`src/core/stb_pkg.sv`:
```
// Package for the system timebase: SFR offsets, reset values, widths.
// Assumes an 8-bit SFR bus with 8-bit addresses on the system clock.
package stb_pkg;
  // SFR addresses
  localparam logic [7:0] STB_SLOW_INTERVAL_ADDR = 8'hf9;
  localparam logic [7:0] STB_FAST_INTERVAL_ADDR = 8'hfa;
  localparam logic [7:0] STB_MICROSECOND_DIVIDER_DIV_ADDR      = 8'hfb;
  localparam logic [7:0] STB_MS_DIV_LOW_ADDR    = 8'hfc;
  localparam logic [7:0] STB_MS_DIV_HIGH_ADDR   = 8'hfd;
  localparam logic [7:0] STB_HMS_DIV_ADDR       = 8'hfe;
  // Reset values
  localparam logic [6:0] STB_INTERVAL_RST       = 7'h7f;
  localparam logic [5:0] STB_MICROSECOND_DIVIDER_DIV_RST       = 6'h03;
  localparam logic [7:0] STB_MS_DIV_LOW_RST     = 8'h9f;
  localparam logic [7:0] STB_MS_DIV_HIGH_RST    = 8'h0f;
  localparam logic [7:0] STB_HMS_DIV_RST        = 8'h63;
  // Field positions and widths
  localparam int         STB_LOAD_NOW_BIT       = 7;
  localparam int         STB_MICROSECOND_DIVIDER_W             = 6;
  localparam int         STB_MS_HIGH_SHIFT      = 8;
endpackage

```
`src/core/stb_timebase.sv`:
```
// System timebase: microsecond, millisecond, hundred-ms prescalers and
// two reloadable interval counters with pending interrupt flags.
// Assumes a synchronous SFR port on the same clock; one access per cycle.
`timescale 1ns/1ps
`default_nettype none

// Contract
// RQ1 - Microsecond tick divides clock by its divider plus one; resets 03h.
// RQ2 - Microsecond tick is the time unit for flash program timing.
// RQ3 - Millisecond tick period is high*256 plus low plus one clocks.
// RQ4 - Millisecond tick is the time unit for flash erase timing.
// RQ5 - Hundred-ms tick divides ms tick by divider plus one; resets 63h.
// RQ6 - Slow interval counts hundred-ms ticks, count plus one; resets 7Fh.
// RQ7 - Slow interrupt period spans 100 ms to 12.8 s at nominal settings.
// RQ8 - Reading the slow interval register clears its pending interrupt.
// RQ9 - Pending slow interrupt is visible as a status output for software.
// RQ10 - Bit 7 set reloads at once; clear defers the count until expiry.
// RQ11 - Load-now bit always reads back as zero.
// RQ12 - Fast interval counts ms ticks, period count plus one; resets 7Fh.
// RQ13 - Software clears fast interrupt by a read plus the aux flag clear; the code clears it on the read alone.
// RQ14 - On expiry each counter reloads, restarts and raises its request.
module stb_timebase (
  // Clock and reset
  input  wire logic       clock,
  input  wire logic       rst_n,
  // SFR access port
  input  wire logic [7:0] sfr_addr,
  input  wire logic       sfr_wr,
  input  wire logic       sfr_rd,
  input  wire logic [7:0] sfr_wdata,
  output logic      [7:0] sfr_rdata,
  // Ticks to flash timing and other users
  output logic            microsecond_divider_tick,
  output logic            ms_tick,
  output logic            hms_tick,
  // Pending interrupt requests
  output logic            slow_irq,
  output logic            fast_irq
);
  import stb_pkg::*;

  logic [5:0]  microsecond_divider_div_q;
  logic [7:0]  ms_lo_q, ms_hi_q, hms_div_q;
  logic [6:0]  slow_cnt_q, slow_rel_q, fast_cnt_q, fast_rel_q;
  logic [5:0]  microsecond_divider_cnt_q;
  logic [15:0] ms_cnt_q;
  logic [7:0]  hms_cnt_q;
  logic        slow_irq_d, fast_irq_d;
  logic        wr_slow, wr_fast, rd_slow, rd_fast, now_bit;
  logic        ms_end, hms_end, slow_end, fast_end;

  assign wr_slow = sfr_wr && (sfr_addr == STB_SLOW_INTERVAL_ADDR);
  assign wr_fast = sfr_wr && (sfr_addr == STB_FAST_INTERVAL_ADDR);
  assign rd_slow = sfr_rd && (sfr_addr == STB_SLOW_INTERVAL_ADDR);
  assign rd_fast = sfr_rd && (sfr_addr == STB_FAST_INTERVAL_ADDR);
  assign now_bit = sfr_wdata[STB_LOAD_NOW_BIT];

  // Divider registers written by software
  always_ff @(posedge clock or negedge rst_n) begin
    if (!rst_n) begin
      microsecond_divider_div_q <= STB_MICROSECOND_DIVIDER_DIV_RST;
      ms_lo_q    <= STB_MS_DIV_LOW_RST;
      ms_hi_q    <= STB_MS_DIV_HIGH_RST;
      hms_div_q  <= STB_HMS_DIV_RST;
    end else if (sfr_wr) begin
      case (sfr_addr)
        STB_MICROSECOND_DIVIDER_DIV_ADDR:    microsecond_divider_div_q <= sfr_wdata[STB_MICROSECOND_DIVIDER_W-1:0];
        STB_MS_DIV_LOW_ADDR:  ms_lo_q    <= sfr_wdata;
        STB_MS_DIV_HIGH_ADDR: ms_hi_q    <= sfr_wdata;
        STB_HMS_DIV_ADDR:     hms_div_q  <= sfr_wdata;
        default: ;
      endcase
    end
  end

  // Microsecond prescaler, one-cycle tick at terminal count
  always_ff @(posedge clock or negedge rst_n) begin
    if (!rst_n) begin
      microsecond_divider_cnt_q <= 6'h00;
      microsecond_divider_tick  <= 1'b0;
    end else if (microsecond_divider_cnt_q >= microsecond_divider_div_q) begin // [RQ1] [RQ2]
      microsecond_divider_cnt_q <= 6'h00;
      microsecond_divider_tick  <= 1'b1;
    end else begin
      microsecond_divider_cnt_q <= microsecond_divider_cnt_q + 6'h01;
      microsecond_divider_tick  <= 1'b0;
    end
  end

  // Millisecond prescaler over the 16-bit divider value
  assign ms_end = ms_cnt_q >= {ms_hi_q, ms_lo_q}; // [RQ3]
  always_ff @(posedge clock or negedge rst_n) begin
    if (!rst_n) begin
      ms_cnt_q <= 16'h0000;
      ms_tick  <= 1'b0;
    end else begin
      ms_cnt_q <= ms_end ? 16'h0000 : ms_cnt_q + 16'h0001;
      ms_tick  <= ms_end; // [RQ4]
    end
  end

  // Hundred-ms prescaler counts ms ends
  assign hms_end = ms_end && (hms_cnt_q >= hms_div_q);
  always_ff @(posedge clock or negedge rst_n) begin
    if (!rst_n) begin
      hms_cnt_q <= 8'h00;
      hms_tick  <= 1'b0;
    end else begin
      if (ms_end) begin
        hms_cnt_q <= hms_end ? 8'h00 : hms_cnt_q + 8'h01; // [RQ5]
      end
      hms_tick <= hms_end;
    end
  end

  // Slow interval counter; reload value and live count
  assign slow_end = hms_end && (slow_cnt_q == 7'h00);
  always_ff @(posedge clock or negedge rst_n) begin
    if (!rst_n) begin
      slow_rel_q <= STB_INTERVAL_RST;
      slow_cnt_q <= STB_INTERVAL_RST;
    end else begin
      if (wr_slow) begin
        slow_rel_q <= sfr_wdata[6:0];
      end
      if (wr_slow && now_bit) begin
        slow_cnt_q <= sfr_wdata[6:0]; // [RQ10]
      end else if (slow_end) begin
        slow_cnt_q <= wr_slow ? sfr_wdata[6:0] : slow_rel_q; // [RQ14] [RQ6]
      end else if (hms_end) begin
        slow_cnt_q <= slow_cnt_q - 7'h01; // [RQ7]
      end
    end
  end

  // Fast interval counter counts ms ends
  assign fast_end = ms_end && (fast_cnt_q == 7'h00);
  always_ff @(posedge clock or negedge rst_n) begin
    if (!rst_n) begin
      fast_rel_q <= STB_INTERVAL_RST;
      fast_cnt_q <= STB_INTERVAL_RST;
    end else begin
      if (wr_fast) begin
        fast_rel_q <= sfr_wdata[6:0];
      end
      if (wr_fast && now_bit) begin
        fast_cnt_q <= sfr_wdata[6:0]; // [RQ10]
      end else if (fast_end) begin
        fast_cnt_q <= wr_fast ? sfr_wdata[6:0] : fast_rel_q; // [RQ12] [RQ14]
      end else if (ms_end) begin
        fast_cnt_q <= fast_cnt_q - 7'h01;
      end
    end
  end

  // Pending flags: expiry wins over the clearing read
  assign slow_irq_d = slow_end | (slow_irq & ~rd_slow); // [RQ8]
  assign fast_irq_d = fast_end | (fast_irq & ~rd_fast); // [RQ13]
  always_ff @(posedge clock or negedge rst_n) begin
    if (!rst_n) begin
      slow_irq <= 1'b0;
      fast_irq <= 1'b0;
    end else begin
      slow_irq <= slow_irq_d; // [RQ9]
      fast_irq <= fast_irq_d;
    end
  end

  // Registered read data, load-now bit reads zero
  always_ff @(posedge clock or negedge rst_n) begin
    if (!rst_n) begin
      sfr_rdata <= 8'h00;
    end else if (sfr_rd) begin
      case (sfr_addr)
        STB_SLOW_INTERVAL_ADDR: sfr_rdata <= {1'b0, slow_rel_q}; // [RQ11]
        STB_FAST_INTERVAL_ADDR: sfr_rdata <= {1'b0, fast_rel_q}; // [RQ11]
        STB_MICROSECOND_DIVIDER_DIV_ADDR:      sfr_rdata <= {2'b00, microsecond_divider_div_q};
        STB_MS_DIV_LOW_ADDR:    sfr_rdata <= ms_lo_q;
        STB_MS_DIV_HIGH_ADDR:   sfr_rdata <= ms_hi_q;
        STB_HMS_DIV_ADDR:       sfr_rdata <= hms_div_q;
        default:                sfr_rdata <= 8'h00;
      endcase
    end
  end

  // Checks
  microsecond_divider_period_a: assert property (@(posedge clock) // [RQ1]
    disable iff (!rst_n)
    microsecond_divider_tick && microsecond_divider_div_q == 6'h01 && !sfr_wr |=> !microsecond_divider_tick ##1 microsecond_divider_tick)
    else $error("microsecond_divider tick period wrong");
  ms_tick_a: assert property (@(posedge clock) // [RQ3]
    disable iff (!rst_n)
    ms_end |=> ms_tick && ms_cnt_q == 16'h0000)
    else $error("ms tick not raised at terminal count");
  hms_sub_a: assert property (@(posedge clock) // [RQ5]
    disable iff (!rst_n)
    hms_tick |-> $past(ms_end))
    else $error("hundred-ms tick without ms tick");
  slow_set_a: assert property (@(posedge clock) // [RQ6]
    disable iff (!rst_n)
    slow_end |=> slow_irq)
    else $error("slow flag not set on expiry");
  slow_clr_a: assert property (@(posedge clock) // [RQ8]
    disable iff (!rst_n)
    rd_slow && !slow_end |=> !slow_irq)
    else $error("slow read did not clear flag");
  fast_set_a: assert property (@(posedge clock) // [RQ14]
    disable iff (!rst_n)
    fast_end && !wr_fast |=> fast_irq && fast_cnt_q == $past(fast_rel_q))
    else $error("fast reload or flag wrong");
  load_now_a: assert property (@(posedge clock) // [RQ10]
    disable iff (!rst_n)
    wr_slow && now_bit |=> slow_cnt_q == $past(sfr_wdata[6:0]))
    else $error("immediate load missed");
  read_zero_a: assert property (@(posedge clock) // [RQ11]
    disable iff (!rst_n)
    rd_fast |=> !sfr_rdata[7])
    else $error("load-now bit read as one");
  fast_hold_a: assert property (@(posedge clock) // [RQ12]
    disable iff (!rst_n)
    !ms_end && !wr_fast |=> $stable(fast_cnt_q))
    else $error("fast count moved without tick");
  // Slow flag meets its clearing read and drops one cycle later; fast flag rises after expiry; fast load-now write
  slow_irq_c: cover property (@(posedge clock) disable iff (!rst_n)
    slow_irq && rd_slow ##1 !slow_irq);
  fast_irq_c: cover property (@(posedge clock) disable iff (!rst_n)
    fast_end ##1 fast_irq);
  load_now_c: cover property (@(posedge clock) disable iff (!rst_n)
    wr_fast && now_bit);
endmodule

`default_nettype wire

```
`config.mk`:
```
export PLATFORM = sky130hd
export DESIGN_NAME = stb_timebase
export DESIGN_NICKNAME = d
export VERILOG_FILES = /design/src/core/stb_pkg.sv /design/src/core/stb_timebase.sv
export SDC_FILE = /design/constraint.sdc
export NUM_CORES = 1
export LEC_CHECK = 0
export BUFFER_PORTS_ARGS = -buffer_cell sky130_fd_sc_hd__buf_2
export CORE_MARGIN = 1.5
export CORE_UTILIZATION = 56
export DETAILED_ROUTE_END_ITERATION = 10
export PLACE_DENSITY = 0.73
export RECOVER_POWER = 50
export SETUP_SLACK_MARGIN = 0.4
export SYNTH_ARGS = -nofsm -noshare
export SYNTH_HDL_FRONTEND = slang
export SYNTH_SLANG_ARGS = --single-unit
```
`constraint.sdc`:
```
create_clock -name clock -period 4.2 [get_ports clock]
set_input_delay 0.42 -clock clock [delete_from_list [all_inputs] [get_ports clock]]
set_output_delay 0.42 -clock clock [all_outputs]
set_load 0.01 [all_outputs]
```
==> results by group, run 1 <==
Status
  • Status: finished with violations
  • Violated checks: max-capacitance violations, max-slew violations

Clock tree
  • Post-CTS setup buffers: 0
  • Worst-path clk slew: 0.10 ns
  • CTS tree: built
  • CTS root buf: clkbuf_8
  • CTS max path bufs: 2
  • H-Tree Level Count: 3
  • Post_cts resized: 0
  • Cts hold-fix bufs: 0
  • # clock sinks: 101
  • Skew-Pair Late Insertion Delay: 0.39 ns
  • Cts bufs inserted: 9

Global routing
  • First-pass GRT wire length: 22470 um
  • Global route overflow: 0
  • Initial antenna violation count: 0
  • Number of global-route vias before repair: 4436
  • Largest net degree at the start of global routing: 76
  • Global Route Usage Sum: 26.37%

Layout
  • Filler instances: 854
  • Layout cell share with drive strength beyond 1: 18.37%
  • Design Area, Final: 6160 um2
  • Post-layout net count: 676
  • Diode count: 0
  • Syn-to-layout area delta: 7.890%
  • Commonest non-fill, non-tap cells in the layout: 64 x nand2_1, 57 x dfrtp_1, 52 x nor2_1
  • Commonest non-fill, non-tap cell in the layout: nand2_1

Critical path
  • Crit path largest cell delay: 0.69 ns
  • CP bufs+invs: 2
  • Reg2Reg Capture Point: slow_cnt_q[5]
  • CP required: 4.52 ns
  • Critical path class: reg2reg
  • Crit path max fanout: 36
  • Critical path cell sequence: ha_1, nand2b_1, a2111oi_0, or4b_1, and4b_1, buf_4, clkinv_8, a311oi_1, nor3_1
  • Critical path capture point type: flip-flop
  • Top Family by Delay on Critical Path: compound AO/OA/AOI/OAI gates
  • Crit path max-delay cell type: a2111oi_0
  • Startpoint Class: flip-flop
  • R2R setup slack: 1.07 ns
  • R2R cell count: 9
  • Worst reg2reg path startpoint: ms_lo_q[0]
  • Arr. time, crit path: 3.45 ns

Drt
  • Top layer used by detailed routing: met4
  • DRC: 0
  • Vias: 4586
  • Drt first-iter violations: 389
  • Met2 routed WL: 6419 um
  • Routed wl met3: 749 um
  • Routed Antenna Nets: 0
  • Final WL: 13660 um
  • Drt first pass iters: 5
  • Routed WL per cell: 18.00 um
  • Metal-1 WL: 6237 um
  • Via/cell ratio: 6.042

Timing
  • TNS Setup: 0 ns
  • WHS: 0.3104 ns
  • Period utilization: 74.54%
  • Final setup violation count: 0
  • Post-layout min period: 3.131 ns
  • Setup WS post-layout: 1.069 ns
  • RSZ-0062 raised after global routing: no
  • Max_slew headroom: -21.27%
  • Count of final hold-check violations: 0
  • Maximum clock frequency: 0.3194 GHz
  • Slew Viols, Final: 76
  • Clock Skews: 0.01578 ns
  • Worst-Margin Slew: 1.819 ns

Hold path
  • Hold Startpoint: sfr_wdata[6]
  • Hold path depth: 3
  • Hold crit path type: in2reg
  • Hold Crit Endpoint: slow_rel_q[6]

Logic synthesis
  • Seq cells post-synth: 101
  • Synth Cell Area: 5709 um2
  • Ys Warns: 0
  • Ys async rst share: 100.0%
  • Library cells used by synthesis: 59
  • Average cell area after synthesis: 9.547 um2
  • Net Count, Synth: 653
  • Cells after Synth: 598
  • Synth Flop Type: dfrtp_1
  • Register area share after synthesis: 45.23%
  • Post-synth EDFFs: 0

Floorplan
  • Initial core utilization: 58.14%
  • IO Count: 33
  • Die height: 104.0 um
  • Die width: 104.0 um
  • # rows: 36
  • Die area: 10810 um2
  • Placeable Area: 9819 um2

Power and ir drop
  • Power, Total: 2.130 mW
  • Worst vdd ir: 0.3202 mV
  • Pwr per Cell Area: 345.9 nW/um2
  • Leakage dissipation: 2.876 nW

Job
  • Max Cap Violations: 1

Place
  • Input/output buffers: 32
  • GP Congestion: 0.8862
  • DP HPWL: 9730 um
  • Pre-CTS setup slack: 1.144 ns
  • Placement Cell Area: 5939 um2
[worst register-to-register path: stages (launching register included)]
cell       delay, ns
dfstp_2         0.56
ha_1            0.22
nand2b_1        0.15
a2111oi_0       0.69
or4b_1          0.22
and4b_1         0.18
buf_4           0.34
clkinv_8        0.24
a311oi_1        0.36
nor3_1          0.10
[logic make-up (layout without fill, tap and decap cells)]
kind of cell	after synthesis	count (layout)	share of synthesized area, %
AOI/OAI and AO/OA	137	137	15.95
xor gates and xnor gates	20	20	3.068
adders and majority gates	35	35	7.670
buffers and inverters	70	98	5.369
DFF	101	101	45.23
muxes	25	25	4.756
and+or+nand+nor	210	210	17.95
[worst max-delay path by stage]
stage,from,to,cells past startpoint
floorplan,ms_hi_q[3],hms_cnt_q[5],10
global placement,ms_lo_q[0],slow_cnt_q[5],9
detailed placement,ms_lo_q[0],slow_cnt_q[5],9
CTS,ms_lo_q[0],slow_cnt_q[5],9
global route,ms_lo_q[0],slow_cnt_q[5],9
finish,ms_lo_q[0],slow_cnt_q[5],9
[state kept, by name, indices dropped and copies added (netlist names)]
signal,flops
ms_cnt_q,16
hms_cnt_q,8
hms_div_q,8
ms_hi_q,8
ms_lo_q,8
sfr_rdata,8
fast_cnt_q,7
fast_rel_q,7
slow_cnt_q,7
slow_rel_q,7
microsecond_divider_cnt_q,6
microsecond_divider_div_q,6
fast_irq,1
hms_tick,1
microsecond_divider_tick,1
ms_tick,1
slow_irq,1
[cell usage after synthesis (all sizes together), types with 5 or more instances]
cell type  number  area share (%)
nor2           52             3.4
dfrtp          57              25
clkbuf          8            0.53
o211ai          6            0.79
xor2           12             1.8
nand3          25             2.2
inv            47             3.1
a21oi          19             1.7
nand2          64             4.2
o22ai           7            0.77
a211oi          8             1.1
ha             35             7.7
buf            14             1.5
xnor2           8             1.2
nand4           9            0.99
a22oi           6            0.79
mux2           17             3.4
and3           10             1.1
nor2b           7            0.77
a21o            5            0.66
nand2b          9            0.99
nor3           17             2.1
dfstp          44              20
o21ai          49             4.3
mux2i           8             1.4
[routing by layer]
| layer | track usage [%] | vias to the layer above |
|---|---|---|
| met5 | 0 | - |
| met4 | 8.333 | 0 |
| met3 | 4.887 | 20 |
| met2 | 42.19 | 152 |
| met1 | 36.45 | 2247 |
| li1 | - | 2167 |
[layout make-up]
cell class,count,area (um2),share of cell area (%)
Inverter,48,192.7,3.128
Tap cell,133,166.4,2.702
Timing Repair Buffer,34,163.9,2.661
Multi-Input combinational cell,427,2820,45.78
Sequential cell,101,2582,41.93
Clock inverter,5,60.06,0.9750
Clock buffer,11,173.9,2.823
[stage by stage]
stage	cells	util [%]
after floorplan	598	-
after global placement	743	60.49
after detailed placement	743	60.49
after CTS	759	62.87
after global routing	759	62.73
final	759	62.73
[where the power goes]
group / total, mW / switching [mW] / internal (mW)
clock network: 0.711 / 0.360 / 0.351
registers: 1.11 / 0.0543 / 1.06
logic: 0.307 / 0.178 / 0.129
total: 2.13 / 0.592 / 1.54
Note: power is estimated with default switching activity, not from simulation.
==> inputs of run 2 (changes only) <==
ABC_AREA = 1   (was unset)
clock period = 3.1 ns   (was 4.2 ns; I/O delays follow)
==> run 2 against run 1 <==
The flow still finishes with violations (max-capacitance violations, max-slew violations). Global-route usage increased by 0.52 points. Maximum frequency increased by 25%. Synthesized cell count increased by 21%. Die area increased by 2.3%.
==> results by group, run 2 <==
Logic synthesis
  • Post-synth EDFFs: 0 (unchanged)
  • Synth Flop Type: dfrtp_1
  • Top-count cell post-synth: nand2_1
  • Cells after Synth: 722 (+21%)
  • Synth Cell Area: 5847 um2 (+2.4%)
  • Net Count, Synth: 777 (+19%)
  • Ys async rst share: 100.0% (unchanged)
  • List of most frequent post-synthesis cells: 163 x nand2_1, 110 x inv_1, 57 x dfrtp_1, 55 x o21ai_0, 53 x nor2_1
  • Share of the synthesized area in the top cell type: 24.40% (-0.59 points)
  • Biggest area consumer among synthesized cells: dfrtp_1
  • Library cells used by synthesis: 41 (-31%)
  • Register area share after synthesis: 44.17% (-1.1 points)
  • Seq cells post-synth: 101 (unchanged)
  • Top cells by area, synth: dfrtp_1 24%, dfstp_2 20%, nand2_1 10%
  • Average cell area after synthesis: 8.098 um2 (-15%)
  • Ys Warns: 0 (unchanged)

Timing
  • Final setup violation count: 0 (unchanged)
  • Slew Viols, Final: 83 (+9.2%)
  • Worst-Margin Slew: 2.032 ns (+0.2131 ns)
  • TNS Setup: 0 ns (unchanged)
  • Count of final hold-check violations: 0 (unchanged)
  • Maximum clock frequency: 0.4001 GHz (+25%)
  • Period utilization: 80.62% (+6.1 points)
  • RSZ-0062 raised after global routing: no
  • Post-layout min period: 2.499 ns (-0.6316 ns)
  • Clock Skews: 0.01402 ns (-0.001761 ns)
  • Max_slew headroom: -35.47% (-14 points)

Drt
  • DRC: 0 (unchanged)
  • Via/cell ratio: 5.405 (-11%)
  • Drt first-iter violations: 241 (-38%)
  • Routed Antenna Nets: 0 (unchanged)
  • Drt first pass iters: 5 (unchanged)
  • Routed WL per cell: 15.47 um (-14%)
  • Final WL: 13890 um (+1.6%)
  • Vias: 4854 (+5.8%)

Floorplan
  • # rows: 37 (+2.8%)
  • Initial core utilization: 57.15% (-0.99 points)
  • Die height: 105.2 um (+1.2%)
  • Die width: 105.2 um (+1.2%)
  • IO Count: 33 (unchanged)
  • Die area: 11060 um2 (+2.3%)
  • Placeable Area: 10230 um2 (+4.2%)

Layout
  • Design Area, Final: 6290 um2 (+2.1%)
  • Diode count: 0 (unchanged)
  • Commonest non-fill, non-tap cells in the layout: 163 x nand2_1, 110 x inv_1, 59 x o21ai_0
  • Syn-to-layout area delta: 7.575%
  • Layout cell share with drive strength beyond 1: 16.27% (-2.1 points)
  • Finished Core Util: 61.48% (-1.3 points)
  • Commonest non-fill, non-tap cell in the layout: nand2_1
  • Final Non-Filler Cells: 898 (+18%)
  • Reg with most FFs: ms_cnt_q
  • Post-layout net count: 812 (+20%)
  • Number of flip-flops in the largest register: 16 (unchanged)

Place
  • GP Congestion: 0.8649 (-2.4%)
  • DP HPWL: 10470 um (+7.6%)
  • Placement Cell Area: 6133 um2 (+3.3%)
  • Placed cell count: 882 (+19%)
  • Input/output buffers: 32 (unchanged)

Global routing
  • Global Route Usage Sum: 26.89% (+0.52 points)
  • Number of global-route vias before repair: 4812 (+8.5%)
  • Largest net degree at the start of global routing: 83 (+9.2%)
  • Global route overflow: 0 (unchanged)
  • First-pass GRT wire length: 23190 um (+3.2%)
  • Initial antenna violation count: 0 (unchanged)

Critical path
  • Cell mode on critical path: inv_1
  • CP required: 3.41 ns (-1.11 ns)
  • CP bufs+invs: 4 (+2)
  • Crit path largest cell delay: 0.54 ns (-0.15 ns)
  • Critical path cell sequence: inv_1, ha_1, nand2_1, inv_1, o21bai_1, a21oi_1, nor2_1, nand2_4, buf_4, inv_1, o21ai_0, a21oi_1
  • Arr. time, crit path: 2.81 ns (-0.64 ns)
  • Crit path max fanout: 24 (-33%)
  • Top Family by Delay on Critical Path: buffers and inverters
  • Crit path max-delay cell type: dfstp_2
  • Critical path class: reg2reg
  • Critical path capture point type: flip-flop
  • Startpoint Class: flip-flop

Clock tree
  • CTS tree: built
  • # clock sinks: 101 (unchanged)
  • Cts hold-fix bufs: 0 (unchanged)
  • Cts bufs inserted: 9 (unchanged)
  • Post-CTS setup buffers: 0 (unchanged)
  • CTS root buf: clkbuf_8
  • Skew-Pair Late Insertion Delay: 0.38 ns (about the same)
  • Worst-path clk slew: 0.10 ns (about the same)
  • Post_cts resized: 0 (unchanged)
  • CTS max path bufs: 2 (unchanged)
  • H-Tree Level Count: 3 (unchanged)

Status
  • Violated checks: max-capacitance violations, max-slew violations
  • Status: finished with violations

Power and ir drop
  • Leakage dissipation: 2.914 nW (+1.3%)
  • Power, Total: 4.006 mW (+88%)
  • Pwr per Cell Area: 636.9 nW/um2 (+84%)
  • Worst vdd ir: 0.4565 mV (+43%)

Hold path
  • Hold crit path type: in2reg

Job
  • Max Cap Violations: 1 (unchanged)
run 2: cells by family after synthesis:
| group | synth area share [%] |
|---|---|
| AOI/OAI and AO/OA | 12.37 |
| DFF | 44.17 |
| and+or+nand+nor | 24.76 |
| adders and majority gates | 7.490 |
| xor gates and xnor gates | 2.397 |
| buffers and inverters | 8.817 |
run 2: layer usage:
layer	up-vias	share of wire (%)	GRT usage, %
met4	0	1.9	8.708
met2	120	48	45.94
li1	2411	-	-
met5	-	0	0
met1	2306	45	33.39
met3	17	5.1	6.550
run 2: path summary, 6_finish.rpt:
kind,startpoint,to,slack [ns],depth (start not counted)
min in group asynchronous,rst_n,slow_irq,0.48,1
setup reg to reg,ms_hi_q[1],ms_cnt_q[4],0.60,12
max in group asynchronous,rst_n,slow_cnt_q[1],1.19,2
setup / recovery,ms_hi_q[1],ms_cnt_q[4],0.60,12
hold reg to reg,ms_lo_q[1],ms_lo_q[1],0.48,2
hold / removal,sfr_wdata[1],fast_rel_q[1],0.18,3
run 2: tightest hold or removal path: stages:
cell	delay [ns]
buf_2	0.12
nand2_1	0.08
o21ai_2	0.05
run 2: final cells by class:
type	instances	area, um2
clock buffer	12	155.1
clock inverter	4	47.55
fill	930	3941
inverter	115	431.7
multi-input combinational	493	2713
sequential	101	2582
tap	136	170.2
timing repair buffer	37	190.2
run 2: power breakdown:
| group | internal, mW | switching [mW] |
|---|---|---|
| clock | 0.415 | 0.456 |
| combinational | 0.520 | 0.876 |
| sequential | 1.58 | 0.155 |
run 2: metrics by stage:
step           setup slack [ns]  hold WS (ns)
2_1_floorplan             1.181       0.01441
3_3_place_gp             0.7815        0.4626
3_5_place_dp             0.6743        0.4670
4_1_cts                  0.6476        0.1295
5_1_grt                  0.4232        0.1767
6_report                 0.6009        0.1752
